==> src/verilog/tcpwm_pkg.sv <==
package tcpwm_pkg;
	// Register indices; byte address is four times the index
	localparam logic [7:0] TSC_IDX = 8'h40;
	localparam logic [7:0] CNTH_IDX = 8'h41;
	localparam logic [7:0] CNTL_IDX = 8'h42;
	localparam logic [7:0] PLH_IDX = 8'h43;
	localparam logic [7:0] PLL_IDX = 8'h44;
	localparam logic [7:0] C0SC_IDX = 8'h45;
	localparam logic [7:0] C0VH_IDX = 8'h46;
	localparam logic [7:0] C0VL_IDX = 8'h47;
	localparam logic [7:0] C1SC_IDX = 8'h48;
	localparam logic [7:0] C1VH_IDX = 8'h49;
	localparam logic [7:0] C1VL_IDX = 8'h4a;

	// timer_status_control fields
	localparam int FLAG_BIT = 7;
	localparam int IE_BIT = 6;
	localparam int HALT_BIT = 5;
	localparam int CRST_BIT = 4;
	localparam int PS_MSB = 2;

	// Channel status/control fields
	localparam int LINK_BIT = 5;
	localparam int MSL_BIT = 4;
	localparam int ELSH_BIT = 3;
	localparam int ELSL_BIT = 2;
	localparam int TOV_BIT = 1;
	localparam int MAXD_BIT = 0;

	localparam logic [7:0] TSC_RST = 8'h20;
	localparam logic [7:0] CSC_RST = 8'h00;
	localparam logic [15:0] PLIMIT_RST = 16'hffff;
	localparam logic [15:0] CVAL_RST = 16'h0000;

	// Mode select pair {high, low}
	localparam logic [1:0] MODE_UNBUF = 2'b01;
	localparam logic [1:0] MODE_BUF = 2'b10;
	// Edge/level select pair {high, low}
	localparam logic [1:0] ELS_NONE = 2'b00;
	localparam logic [1:0] ELS_TOGGLE = 2'b01;
	localparam logic [1:0] ELS_CLEAR = 2'b10;
	localparam logic [1:0] ELS_SET = 2'b11;

	localparam logic [2:0] PS_EXT = 3'b111;
	localparam int DIV_W = 6;

	typedef enum logic [1:0] {
		SEL_CH0 = 2'b01,
		SEL_CH1 = 2'b10
	} tcpwm_sel_t;
endpackage

==> src/verilog/tcpwm_channels.sv <==
// How it works
// Unbuffered channel compares counter straight against its written value.
// Compare fires only on equality; a passed new value gives no compare.
// Link bit in channel 0 control joins both channels as a buffered pair.
// Channel 0 value rules first; a channel 1 write takes over at next wrap.
// At each wrap the most recently written channel value becomes active.
// Buffered output drives the channel 0 pin.
// Linked: channel 0 control governs, channel 1 pin released.
// Toggle-on-overflow flips the pin when the counter rolls from the period limit to zero.
// Pulse runs from wrap to the compare match.
// Counter runs zero through period limit inclusive.
// Compare event sets the channel flag.
// Each wrap sets the wrap flag.
// Software lowers unbuffered values from the compare handler.
// Software raises unbuffered values from the wrap handler.
// Software never writes the active buffered channel value.
// Software sets compare action opposite the pulse level, never toggle.
// Mode pair 01 unbuffered, 10 buffered.
// Edge pair 10 clears, 11 sets on compare.
// Software halts, resets, programs, then releases the counter.
// Toggle off gives 0% duty; with full duty force gives 100%.
// Link bit outranks the other mode bit.
// Wrap flag sets when counter rolls to zero after the limit.
// Counter reset clears counter and prescaler, reads zero.
// One compare per period, in the tick that steps the counter onto the value.
//
// The Wishbone slave port and the placing of the registers are this design's own decisions.
`timescale 1ns/1ps
module tcpwm_channels
	import tcpwm_pkg::*;
(
	input logic clk_in,
	input logic rst_b_in,
	input logic wb_cyc_in,
	input logic wb_stb_in,
	input logic wb_we_in,
	input logic [9:0] wb_adr_in,
	input logic [3:0] wb_sel_in,
	input logic [31:0] wb_dat_in,
	output logic [31:0] wb_dat_out,
	output logic wb_ack_out,
	input logic ext_clk_pin_in,
	output logic chan0_pin_out,
	output logic chan0_pin_oe_out,
	output logic chan1_pin_out,
	output logic chan1_pin_oe_out
);
	typedef struct packed {
		logic [7:0] tsc;
		logic [15:0] cnt;
		logic [15:0] plimit;
		logic [1:0][7:0] csc;
		logic [1:0][15:0] cval;
		logic wrap_arm;
		logic [1:0] ch_arm;
		tcpwm_sel_t act_sel;
		tcpwm_sel_t last_sel;
		logic [1:0] pin;
		logic [1:0] pin_oe;
		logic ack;
		logic [31:0] rdat;
	} tcpwm_state_t;

	localparam tcpwm_state_t STATE_RST = '{
		tsc: TSC_RST,
		cnt: 16'h0000,
		plimit: PLIMIT_RST,
		csc: {CSC_RST, CSC_RST},
		cval: {CVAL_RST, CVAL_RST},
		wrap_arm: 1'b0,
		ch_arm: 2'b00,
		act_sel: SEL_CH0,
		last_sel: SEL_CH0,
		pin: 2'b00,
		pin_oe: 2'b00,
		ack: 1'b0,
		rdat: 32'h0000_0000
	};

	tcpwm_state_t s_q;
	tcpwm_state_t s_d;

	logic tick;
	logic access;
	logic wr;
	logic rd;
	logic [7:0] idx;
	logic [7:0] wdat;
	logic crst;
	logic link;
	logic [1:0] chan_en;
	logic [15:0] val0;
	logic [1:0] match;
	logic wrap;
	logic [15:0] cnt_nxt;

	// Next pin level from one period event and one compare event
	function automatic logic pin_next(
		input logic cur,
		input logic [7:0] ctl,
		input logic wrap_ev,
		input logic match_ev
	);
		logic r;
		r = cur;
		if (wrap_ev)
		begin
			// overflow toggle
			if (ctl[TOV_BIT])
				r = ~cur;
			// full duty holds the pulse level
			else if (ctl[MAXD_BIT])
				r = ~ctl[ELSL_BIT];
		end
		// with full duty set and toggle off a compare is ignored
		if (match_ev && !(ctl[MAXD_BIT] && !ctl[TOV_BIT]))
		begin
			// edge/level action
			unique case (ctl[ELSH_BIT:ELSL_BIT])
				ELS_TOGGLE: r = ~r;
				ELS_CLEAR: r = 1'b0;
				ELS_SET: r = 1'b1;
				ELS_NONE: r = r;
			endcase
		end
		return r;
	endfunction

	// Channel enable for output compare from its mode pair
	function automatic logic mode_is_compare(input logic [1:0] mode);
		return (mode == MODE_UNBUF) || mode[1];
	endfunction

	tcpwm_tick u_tick (
		.clk_in(clk_in),
		.rst_b_in(rst_b_in),
		.ext_clk_pin_in(ext_clk_pin_in),
		.prescale_in(s_q.tsc[PS_MSB:0]),
		.halt_in(s_q.tsc[HALT_BIT]),
		.clear_in(crst),
		.tick_out(tick)
	);

	// Single wait state: answer one cycle after the request is seen
	assign access = wb_cyc_in & wb_stb_in & ~s_q.ack;
	assign wr = access & wb_we_in & wb_sel_in[0];
	assign rd = access & ~wb_we_in;
	assign idx = wb_adr_in[9:2];
	assign wdat = wb_dat_in[7:0];

	// write-only reset strobe, clears prescaler too
	assign crst = wr && (idx == TSC_IDX) && wdat[CRST_BIT];

	// link bit joins the pair
	assign link = s_q.csc[0][LINK_BIT];

	// link bit outranks the low mode bit
	// mode pair decode
	assign chan_en[0] = mode_is_compare({link, s_q.csc[0][MSL_BIT]});
	// channel 1 idle while linked
	assign chan_en[1] = ~link & mode_is_compare({1'b0, s_q.csc[1][MSL_BIT]});

	// unbuffered compares the written value directly
	// linked pair picks the active channel value
	assign val0 = (link && s_q.act_sel == SEL_CH1) ? s_q.cval[1] : s_q.cval[0];

	// period ends on the limit value inclusive
	assign wrap = tick && (s_q.cnt == s_q.plimit);

	// Count the tick steps onto, so a value of n gives a pulse of n ticks
	assign cnt_nxt = wrap ? 16'h0000 : s_q.cnt + 16'h0001;

	// equality only, no catch-up for passed values
	// one match per period, as the counter reaches the value
	assign match[0] = tick & chan_en[0] & (cnt_nxt == val0);
	assign match[1] = tick & chan_en[1] & (cnt_nxt == s_q.cval[1]);

	always_comb
	begin
		s_d = s_q;
		s_d.ack = access;
		if (rd)
		begin
			s_d.rdat = 32'h0000_0000;
			unique case (idx)
				TSC_IDX:
				begin
					s_d.rdat[7:0] = s_q.tsc;
					s_d.wrap_arm = s_q.tsc[FLAG_BIT];
				end
				CNTH_IDX: s_d.rdat[7:0] = s_q.cnt[15:8];
				CNTL_IDX: s_d.rdat[7:0] = s_q.cnt[7:0];
				PLH_IDX: s_d.rdat[7:0] = s_q.plimit[15:8];
				PLL_IDX: s_d.rdat[7:0] = s_q.plimit[7:0];
				C0SC_IDX:
				begin
					s_d.rdat[7:0] = s_q.csc[0];
					s_d.ch_arm[0] = s_q.csc[0][FLAG_BIT];
				end
				C0VH_IDX: s_d.rdat[7:0] = s_q.cval[0][15:8];
				C0VL_IDX: s_d.rdat[7:0] = s_q.cval[0][7:0];
				C1SC_IDX:
				begin
					s_d.rdat[7:0] = s_q.csc[1];
					s_d.ch_arm[1] = s_q.csc[1][FLAG_BIT];
				end
				C1VH_IDX: s_d.rdat[7:0] = s_q.cval[1][15:8];
				C1VL_IDX: s_d.rdat[7:0] = s_q.cval[1][7:0];
				default: s_d.rdat = 32'h0000_0000;
			endcase
		end
		if (wr)
		begin
			unique case (idx)
				TSC_IDX:
				begin
					s_d.tsc[IE_BIT] = wdat[IE_BIT];
					s_d.tsc[HALT_BIT] = wdat[HALT_BIT];
					s_d.tsc[PS_MSB:0] = wdat[PS_MSB:0];
					// Writing zero clears only after a read saw the flag set
					if (s_q.wrap_arm && !wdat[FLAG_BIT])
						s_d.tsc[FLAG_BIT] = 1'b0;
					s_d.wrap_arm = 1'b0;
				end
				PLH_IDX: s_d.plimit[15:8] = wdat;
				PLL_IDX: s_d.plimit[7:0] = wdat;
				C0SC_IDX:
				begin
					s_d.csc[0][6:0] = wdat[6:0];
					if (s_q.ch_arm[0] && !wdat[FLAG_BIT])
						s_d.csc[0][FLAG_BIT] = 1'b0;
					s_d.ch_arm[0] = 1'b0;
				end
				C0VH_IDX:
				begin
					s_d.cval[0][15:8] = wdat;
					s_d.last_sel = SEL_CH0;
				end
				C0VL_IDX:
				begin
					s_d.cval[0][7:0] = wdat;
					s_d.last_sel = SEL_CH0;
				end
				C1SC_IDX:
				begin
					s_d.csc[1][6:0] = wdat[6:0];
					// Channel 1 has no link bit
					s_d.csc[1][LINK_BIT] = 1'b0;
					if (s_q.ch_arm[1] && !wdat[FLAG_BIT])
						s_d.csc[1][FLAG_BIT] = 1'b0;
					s_d.ch_arm[1] = 1'b0;
				end
				C1VH_IDX:
				begin
					s_d.cval[1][15:8] = wdat;
					s_d.last_sel = SEL_CH1;
				end
				C1VL_IDX:
				begin
					s_d.cval[1][7:0] = wdat;
					s_d.last_sel = SEL_CH1;
				end
				default: s_d.cval = s_d.cval;
			endcase
		end

		// counter reset beats the count, halt then pins it at zero
		if (crst)
			s_d.cnt = 16'h0000;
		// roll to zero after the limit
		else if (wrap)
			s_d.cnt = 16'h0000;
		else if (tick)
			s_d.cnt = s_q.cnt + 16'h0001;

		// wrap flag, set wins over a clear in the same cycle
		if (wrap)
		begin
			s_d.tsc[FLAG_BIT] = 1'b1;
			s_d.wrap_arm = 1'b0;
		end
		// compare flag, set wins over a clear
		for (int c = 0; c < 2; c++)
		begin
			if (match[c])
			begin
				s_d.csc[c][FLAG_BIT] = 1'b1;
				s_d.ch_arm[c] = 1'b0;
			end
		end

		// Unlinked pair always restarts on channel 0
		if (!link)
		begin
			s_d.act_sel = SEL_CH0;
			s_d.last_sel = SEL_CH0;
		end
		// hand over to the last written channel at each wrap
		else if (wrap)
		begin
			unique case (s_q.last_sel)
				SEL_CH0: s_d.act_sel = SEL_CH0;
				SEL_CH1: s_d.act_sel = SEL_CH1;
			endcase
		end

		// buffered output uses the channel 0 pin
		// pulse from wrap to match
		for (int c = 0; c < 2; c++)
		begin
			if (chan_en[c])
				s_d.pin[c] = pin_next(s_q.pin[c], s_q.csc[c], wrap, match[c]);
			// released pins are not driven
			s_d.pin_oe[c] = chan_en[c] &&
				(s_q.csc[c][ELSH_BIT:ELSL_BIT] != ELS_NONE);
		end
	end

	always_ff @(posedge clk_in or negedge rst_b_in)
	begin
		if (!rst_b_in)
			s_q <= STATE_RST;
		else
			s_q <= s_d;
	end

	assign wb_dat_out = s_q.rdat;
	assign wb_ack_out = s_q.ack;
	assign chan0_pin_out = s_q.pin[0];
	assign chan0_pin_oe_out = s_q.pin_oe[0];
	assign chan1_pin_out = s_q.pin[1];
	assign chan1_pin_oe_out = s_q.pin_oe[1];
endmodule // tcpwm_channels

==> src/verilog/tcpwm_tick.sv <==
`timescale 1ns/1ps
module tcpwm_tick
	import tcpwm_pkg::*;
(
	input logic clk_in,
	input logic rst_b_in,
	input logic ext_clk_pin_in,
	input logic [2:0] prescale_in,
	input logic halt_in,
	input logic clear_in,
	output logic tick_out
);
	typedef struct packed {
		logic [1:0] sync;
		logic ext_prev;
		logic [DIV_W-1:0] div;
		logic tick;
	} tcpwm_tick_t;

	tcpwm_tick_t s_q;
	tcpwm_tick_t s_d;

	always_comb
	begin
		logic [DIV_W-1:0] mask;
		mask = DIV_W'((7'h01 << prescale_in) - 7'h01);
		s_d = s_q;
		s_d.sync = {s_q.sync[0], ext_clk_pin_in};
		s_d.ext_prev = s_q.sync[1];
		s_d.tick = 1'b0;
		if (clear_in)
		begin
			s_d.div = '0;
		end
		else if (!halt_in)
		begin
			if (prescale_in == PS_EXT)
			begin
				// Rising edge of the synchronised pin only
				s_d.tick = s_q.sync[1] & ~s_q.ext_prev;
			end
			else
			begin
				s_d.div = s_q.div + DIV_W'(1);
				s_d.tick = ((s_q.div & mask) == mask);
			end
		end
	end

	always_ff @(posedge clk_in or negedge rst_b_in)
	begin
		if (!rst_b_in)
			s_q <= '0;
		else
			s_q <= s_d;
	end

	assign tick_out = s_q.tick;
endmodule // tcpwm_tick

==> config.mk <==
export PLATFORM = sky130hd
export DESIGN_NAME = tcpwm_channels
export DESIGN_NICKNAME = d
export VERILOG_FILES = /design/src/verilog/tcpwm_pkg.sv /design/src/verilog/tcpwm_channels.sv /design/src/verilog/tcpwm_tick.sv
export SDC_FILE = /design/constraint.sdc
export NUM_CORES = 1
export LEC_CHECK = 0
export BUFFER_PORTS_ARGS = -buffer_cell sky130_fd_sc_hd__buf_2
export CORE_UTILIZATION = 59
export DETAILED_ROUTE_END_ITERATION = 8
export PLACE_DENSITY_LB_ADDON = 0.05
export SLEW_MARGIN = 20
export SYNTH_ARGS = -nofsm -noshare
export SYNTH_HDL_FRONTEND = slang
export SYNTH_SLANG_ARGS = --single-unit
==> constraint.sdc <==
create_clock -name clk_in -period 3.8 [get_ports clk_in]
set_clock_uncertainty 0.05 [all_clocks]
set_input_delay 0.57 -clock clk_in [delete_from_list [all_inputs] [get_ports clk_in]]
set_output_delay 0.57 -clock clk_in [all_outputs]
set_load 0.05 [all_outputs]
After elaboration in Yosys (flattened, before gate mapping)

Cells that the tools add are included.

Bitwise logic cells: 22
$lt $le $gt $ge: 0
Shifts and indexed selects: 1
Divide/modulo/power cells: 0
Equal/unequal tests: 31
Reductions and logical operators: 49
Muxes and demuxes: 54
Add/sub/neg operators: 3
Multiply operators: 0

Operators by type and width:

| cell                  | number |
|---|---|
| $eq 8x7->1 const B    | 11 |
| $pmux 8 s11           | 1 |
| $mux 16               | 5 |
| $mux 51               | 1 |
| $eq 16x16->1          | 3 |
| $mux 8                | 6 |
| $mux 1                | 27 |
| $reduce_and 2->1      | 11 |
| $reduce_bool 2->1     | 11 |
| $add 16x1->16 const B | 1 |
| $logic_and 1x1->1     | 13 |
| $eq 2x2->1 const B    | 6 |
| $mux 6                | 2 |
| $and 1x1->1           | 11 |
| $not 1->1             | 10 |
| $mux 3                | 3 |
| $reduce_and 3->1      | 3 |
| $eq 2x1->1 const B    | 4 |
| $mux 2                | 4 |
| $pmux 1 s4            | 2 |
| $pmux 2 s2            | 2 |
| $mux 7                | 1 |
| $add 6x1->6 const B   | 1 |
| $and 6x6->6           | 1 |
| other kinds (12)      | 20 |

Bits of input ports: 52
Bits in latches: 0
Bits in writable memories: 0
Register bits: 115
Memories kept: 0
Memory bits (read-only): 0
Logic and storage cells: 186
Output and inout bits: 37

Depth between registers and ports, before layout

Gate-level depths: netlist of run 1.

Depth after elaboration: 8
Mapped depth: 11
Mapped depth without buffers: 10

By module

A second synthesis of run 1 with hierarchy kept.

Cell total of the unflattened synthesis: 737
Area total of the unflattened synthesis: 7,169.4 um2

Modules (own cells, without submodules):

| module         | times used | cells each | area each (um2) | sequential area each (um2) |
|---|---|---|---|---|
| tcpwm_channels | 1          | 694        | 6,696.4         | 2,651.3 |
| tcpwm_tick     | 1          | 43         | 473.0           | 250.2 |

Worst setup path after synthesis of run 1

No wires, ideal clock.

Path type: register to register
Start: reg s_q[119] in the netlist's numbering
End: reg s_q, in the netlist chan1_pin_out
Required time: 3,664 ps
Stages on the path, launching flop included: 11
Setup slack: 576 ps
Library setup time: 86 ps
Path buffers: 1
Data arrival time: 3,088 ps
Period minus slack after synthesis: 3,224 ps
Path through: dfrtp_1 -> buf_6 -> xor2_1 -> or4_4 -> or4_4 -> nor2_4 -> mux2i_1 -> nand4_1 -> or4b_4 -> o31a_1 -> nor3_1

Longest elaborated chain between the ends: 7
Elaborated cells between the ends (all ways): 12
Classes of those cells: 1 x add/sub; 2 x eq/ne; 5 x mux; 2 x bitwise; 2 x reduce/logical

RTL lines:

| what                                                  | RTL line              | RTL |
|---|---|---|
| start: declaration                                    | tcpwm_channels.sv:80  | `tcpwm_state_t s_q;` |
| start signal: assignment                              | tcpwm_channels.sv:322 | `s_q <= STATE_RST;` |
| start signal: assignment                              | tcpwm_channels.sv:324 | `s_q <= s_d;` |
| branches (longest 6 deep; another with $add 16x1->16) | --                    |  |
| $mux 1 *                                              | tcpwm_channels.sv:116 | `if (match_ev && !(ctl[MAXD_BIT] && !ctl[TOV_BIT]))` |

Every way passes the cells marked *. The select of a mux whose other input is x is not followed.
A chain may end at the register's enable or synchronous reset.

Worst setup path in the final report of run 1

Start: reg s_q[113] in the netlist's numbering
End: reg s_q, in the netlist chan1_pin_out

The elaborated chain is that of the path after synthesis.

==> impl_metrics.py, run 1 <==
metrics = {
    "status": {
        "outcome": "finished clean",
    },
    "clocking": {
        "cts_resized": 0,
        "cts_htree_levels": 4,
        "clockBufferDepth": 2,
        "clkSinkCount": 115,
        "cts-root-buf": "clkbuf_16",
        "post_cts_buffers": 0,
        "clock_latency_ns": 0.42,
        "clk_pin_slew_worst_paths_ns": 0.06,
        "holdBufCountCts": 0,
        "cts_buffers": 17,
        "cts_tree": "yes",
    },
    "critical_path": {
        "max_stage_delay_ns": 0.57,
        "cp_num_cells": 10,
        "critical_path.startpoint": "s_q[113]",
        "r2r_start": "s_q[113]",
        "worstSetupPathType": "register to register",
        "crit-reg2reg-capture": "chan1_pin_out",
        "rrSetupSlack_ns": 0.27,
        "cp-end-kind": "register",
        "arrival_ns": 3.81,
        "crit_fanout": 10,
        "cp-endpoint": "chan1_pin_out",
        "required_ns": 4.08,
        "crit_buf_inv": 1,
        "cpMaxStageDelayCell": "xnor2_1",
        "cpLargestDelayFamily": "simple AND/OR/NAND/NOR gates",
        "cp_cell_sequence": "buf_4, and4_1, nand3_1, xnor2_1, a32oi_1, or2_2, a21oi_1, or4b_4, o31a_1, nor3_1",
        "worstSetupStartpointType": "register",
        "ff2ff_path_depth": 10,
    },
    "floorplan": {
        "fp-row-count": 40,
        "core-area_um2": 12000,
        "start_util": 0.605,
        "io_pins": 89,
        "die_y_um": 113,
        "die_w_um": 113,
        "die_area_um2": 12800,
    },
    "global_routing": {
        "grt_max_degree": 72,
        "overflow": 0,
        "grt_pass1_vias": 6310,
        "groute.usage.overall": 0.391,
        "antenna_found_initial": 0,
        "busiest_layer": "met2",
        "grt_pass1_wl_um": 36500,
        "use_met2": 0.591,
        "grtUsageMet1": 0.512,
        "met3_usage": 0.115,
    },
    "sta": {
        "timing.slew.headroom": 0.344,
        "rsz0062_at_grt": "false",
        "fin_tns_setup_ns": 0,
        "fmaxAchievable_mhz": 284,
        "finalCritPeriodShare": 0.928,
        "report.final.setup_viol": 0,
        "fin_crit_ns": 3.53,
        "worstMarginPinSlew_ns": 0.979,
        "drv_slew": 0,
        "final-hold-violation-count": 0,
    },
    "finish": {
        "final_area_um2": 8230,
        "drive_above_1_share": 0.252,
        "diodes": 0,
        "fin_util": 0.685,
        "fillers": 949,
        "syn_to_final_growth_pct": 13.2,
        "nNetsFinal": 856,
    },
    "drt": {
        "routed_wl_um": 23900,
        "drt-initial-drc-count": 784,
        "viasPerCell": 6.82,
        "vias": 6565,
        "post_drt_wl_per_cell_um": 24.8,
        "detail-route-antenna-nets": 0,
        "drc": 0,
        "firstDrtPassIters": 8,
    },
    "placement": {
        "post_dp_cell_area_um2": 7580,
        "globalplace.congestion": 0.986,
        "port_buffers": 35,
        "place_hpwl_um": 17600,
    },
    "synthesis": {
        "synth_edf_count": 0,
        "synth_cells": 759,
        "synth_seq_area_share": 0.399,
        "synth_warnings": 0,
        "avgSynthCellArea_um2": 9.58,
        "synthArstFlopShare": 1.00,
        "ys_ff_latch": 115,
        "dominantRegCellSynth": "dfrtp_1",
        "syn-cell-area_um2": 7270,
        "synth_cell_types": 71,
    },
    "power_and_ir_drop": {
        "p_leak_nw": 3.86,
        "power.total_mw": 4.12,
        "powerDensity_nw_per_um2": 501,
        "max-vdd-ir-drop_v": 0.000513,
    },
    "worst_hold_path": {
        "hold_path.class": "input pin to register",
    },
    "job": {
        "maxCapViolCount": 0,
    },
}
layout by cell type (no fill, tap or decap), drive strengths merged, types with 7 or more instances in the layout:
cell,count
xnor2,15
mux2i,23
nand2b,10
dfrtp,96
a21oi,38
nand4,9
a22o,12
nand2,64
mux2,72
o21a,7
buf,68
o21ai,30
xor2,23
dfstp,19
nor3,16
and3,7
inv,17
a22oi,15
conb,24
nand3,22
nor2,67
nor2b,7
nor4,14
a221oi,9
or3,10
clkbuf,24
where the power goes:
part / switching, mW / internal, mW / leakage (nW)
registers: 0.0927 / 1.29 / 1.49
clock network: 0.583 / 1.11 / 0.318
logic: 0.695 / 0.354 / 2.05
total: 1.37 / 2.75 / 3.86
final cells by class:
class	instances	area (um2)	share of cell area
inverter	16	60.1	0.00730
clock buffer	24	568	0.0690
multi-input combinational	584	4000	0.486
sequential	115	2900	0.352
tap	147	184	0.0223
clock inverter	8	80.1	0.00973
timing repair buffer	68	438	0.0532
cell families after synthesis:
group	after synthesis	synth area share
simple gates	261	0.186
compound gates	162	0.154
flops	115	0.399
mux	95	0.143
buf+inv	83	0.0625
xor+xnor	40	0.0520
fa+ha+maj	2	0.00344
other cells	1	0.000516
state kept, by name (all words and copies together) (netlist names), 2 cells and up:
signal      cells
s_q            91
u_tick.s_d      2
u_tick.s_q      7
wb_dat_out      8
per-layer routing:
layer	part of all wire	vias to the layer above
met4	0.050	0
li1	-	2832
met3	0.10	93
met2	0.45	421
met1	0.40	3219
met5	0	-
cell usage after synthesis, drive strengths merged (12+ instances only):
cell type,count,share of area
a22o,12,0.014
nand2,64,0.033
xnor2,15,0.018
a21oi,38,0.026
a22oi,15,0.015
inv,16,0.0083
mux2i,23,0.032
nor4,14,0.014
nor3,16,0.011
nand3,22,0.015
o21ai,30,0.021
mux2,72,0.11
dfrtp,96,0.33
buf,43,0.042
clkbuf,24,0.012
nor2,67,0.036
xor2,23,0.028
dfstp,19,0.069
worst min path at each step:
stage / from / endpoint / slack, ns / cells after the start
global route: ext_clk_pin_in / u_tick.s_d[9] / 0.21 / 1
global placement: u_tick.s_d[9] / u_tick.s_d[7] / 0.30 / 0
floorplan: rst_b_in / chan0_pin_oe_out / 0.22 / 0
detailed placement: u_tick.s_d[9] / u_tick.s_d[7] / 0.29 / 0
finish: ext_clk_pin_in / u_tick.s_d[9] / 0.21 / 1
CTS: ext_clk_pin_in / u_tick.s_d[9] / 0.21 / 1
through the flow:
stage / setup WS, ns / hold WS [ns] / instances
finish: 0.274 / 0.213 / 962
floorplan: 0.576 / 0.224 / 782
detailed placement: 0.320 / 0.288 / 930
CTS: 0.305 / 0.206 / 962
global route: 0.0645 / 0.207 / 962
global placement: 0.415 / 0.295 / 930
Power figures use the tool's default switching activity.
==> run 2: changes to the inputs <==
- ABC_AREA: default -> 0
- GPL_TIMING_DRIVEN: default -> 0
==> run 2 against run 1 <==
  * Flip-flop and latch count is the same
  * Hold slack worse by 0.21 ns
  * Highest routed layer unchanged
  * The flow now finishes with violations (hold timing)
  * Sequential share of layout area fell by 0.76 points
  * Utilization is 1.6 points higher
  * Design area is 2.3% higher
  * Critical path type unchanged
  * Non-clock buffer count up 32
  * Critical endpoint unchanged
==> impl_metrics.py, run 2 (synthesis gave the netlist of run 1 again) <==
metrics = {
    "finish": {
        "regArea_um2": 2900,
        "syn_to_final_growth_pct": 15.8,
        "diodes": 0,
        "largest_reg_flops": 91,
        "fin_util": 0.701,
        "drive_above_1_share": 0.262,
        "fillers": 912,
        "final_common_cell": "dfrtp_1",
        "multi_input_area_um2": 4040,
        "top_register": "s_q",
        "layout_common_cells": "94 x dfrtp_1, 72 x mux2_2, 65 x nor2_1",
        "nNetsFinal": 888,
    },
    "critical_path": {
        "cp-end-kind": "register",
        "arrival_ns": 4.00,
        "cpMaxStageDelayCell": "or4_4",
        "rrSetupSlack_ns": 0.09,
        "worstSetupPathType": "register to register",
        "max_stage_delay_ns": 0.56,
        "critical_path.startpoint": "s_q[123]",
        "crit-reg2reg-capture": "chan1_pin_out",
        "cp_cell_sequence": "xor2_1, or4_4, or4_4, nor2_4, mux2i_1, nand4_1, or4b_4, o31a_1, nor3_1",
        "r2r_start": "s_q[123]",
        "worstSetupStartpointType": "register",
        "ff2ff_path_depth": 9,
        "crit_top_cell": "or4_4",
        "cp-endpoint": "chan1_pin_out",
        "required_ns": 4.09,
        "crit_fanout": 10,
    },
    "global_routing": {
        "antenna_found_initial": 0,
        "grt_max_degree": 79,
        "grt_pass1_wl_um": 38100,
        "grt_pass1_vias": 6528,
        "overflow": 0,
        "groute.usage.overall": 0.408,
    },
    "sta": {
        "finalCritPeriodShare": 0.978,
        "fin_tns_setup_ns": 0,
        "hold_ws_ns": -0.00134,
        "report.final.setup_viol": 0,
        "rsz0062_at_grt": "false",
        "drv_slew": 0,
        "worstMarginPinSlew_ns": 1.07,
        "fmaxAchievable_mhz": 269,
        "fin_crit_ns": 3.71,
        "timing.slew.headroom": 0.283,
        "final-hold-violation-count": 1,
    },
    "floorplan": {
        "die_y_um": 113,
        "die_area_um2": 12800,
        "fp-row-count": 40,
        "core-area_um2": 12000,
        "io_pins": 89,
        "die_w_um": 113,
        "start_util": 0.605,
    },
    "drt": {
        "detail-route-antenna-nets": 0,
        "drt-initial-drc-count": 870,
        "firstDrtPassIters": 5,
        "vias": 6759,
        "viasPerCell": 6.80,
        "drc": 0,
        "routed_wl_um": 25400,
        "post_drt_wl_per_cell_um": 25.5,
    },
    "power_and_ir_drop": {
        "power_frac_seq": 0.329,
        "comb_power_share": 0.257,
        "max-vdd-ir-drop_v": 0.000516,
        "powerDensity_nw_per_um2": 494,
        "sw_frac_of_total": 0.337,
        "intPower_mw": 2.76,
        "p_leak_nw": 3.96,
        "netSwitchingPower_mw": 1.40,
        "power.clock.fraction": 0.414,
    },
    "placement": {
        "port_buffers": 33,
        "place_hpwl_um": 18600,
        "globalplace.congestion": 1.02,
    },
    "clocking": {
        "cts_htree_levels": 4,
        "holdBufCountCts": 0,
        "clockBufferDepth": 2,
        "clk_pin_slew_worst_paths_ns": 0.06,
        "cts_tree": "yes",
        "clock_latency_ns": 0.42,
        "clkSinkCount": 115,
        "cts_buffers": 17,
        "cts-root-buf": "clkbuf_16",
    },
    "status": {
        "outcome": "finished with violations",
        "violations": "hold timing",
    },
    "worst_hold_path": {
        "hold_path.class": "input pin to async pin",
    },
    "job": {
        "maxCapViolCount": 0,
    },
}
[run 2: changes by cell type in the layout (fill, tap and decap cells not counted), sizes merged]
cell / delta
buf: +10
clkbuf: +18
clkinv: -1
bufinv: +3
clkinvlp: +2
[run 2: power by group through the flow]
stage / clock, mW / combinational (mW) / sequential (mW)
3_3_place_gp: 0 / 0.974 / 1.38
5_1_grt: 1.78 / 1.14 / 1.37
6_report: 1.72 / 1.07 / 1.37
3_5_place_dp: 0 / 1.00 / 1.38
2_1_floorplan: 0 / 0.685 / 1.37
4_1_cts: 1.72 / 1.02 / 1.36
[run 2: layout make-up]
| class | instances | share of cell area |
|---|---|---|
| multi-input combinational | 584 | 0.480 |
| sequential | 115 | 0.345 |
| clock buffer | 20 | 0.0542 |
| buffer | 65 | 0.0461 |
| timing repair buffer | 35 | 0.0245 |
| tap | 147 | 0.0218 |
| clock inverter | 12 | 0.0212 |
| inverter | 16 | 0.00713 |
[run 2: timing repair]
item | CTS | global route
gates resized for setup | 0 | 10
hold endpoints to repair | 0 | 0
endpoints found under the setup margin | 0 | 3
setup buffers | 0 | 1
[run 2: stage by stage]
stage | cell area [um2] | setup WS, ns | total power, mW | instances | hold WS, ns
6_report | 8420 | 0.0851 | 4.16 | 994 | -0.00134
4_1_cts | 8370 | 0.0350 | 4.10 | 995 | 0.0120
3_3_place_gp | 7700 | 0.102 | 2.35 | 962 | 0.296
5_1_grt | 8420 | 0.0307 | 4.29 | 994 | 0.0253
2_1_floorplan | 7360 | 0.576 | 2.06 | 782 | 0.224
3_5_place_dp | 7740 | 0.0582 | 2.38 | 963 | 0.302
[run 2: how the worst min path moves through the flow]
stage,cells past startpoint,endpoint
detailed placement,0,u_tick.s_d[7]
global route,1,s_q[78]
CTS,1,chan0_pin_out
floorplan,0,chan0_pin_oe_out
global placement,0,u_tick.s_d[7]
finish,1,chan0_pin_out
[run 2: worst max-delay path: cells and delay by family, from the launching register on]
| family | cells | cell delay (ns) |
|---|---|---|
| AO/OA/AOI/OAI | 1 | 0.30 |
| XOR/XNOR | 1 | 0.21 |
| flip-flops | 1 | 0.51 |
| multiplexers | 1 | 0.24 |
| AND/OR/NAND/NOR | 6 | 2.31 |
[run 2: layer usage]
metal / track usage / share of wire / vias to the layer above
li1: - / - / 2896
met4: 0.210 / 0.056 / 0
met3: 0.114 / 0.11 / 106
met1: 0.536 / 0.39 / 3311
met5: 0 / 0 / -
met2: 0.620 / 0.44 / 446
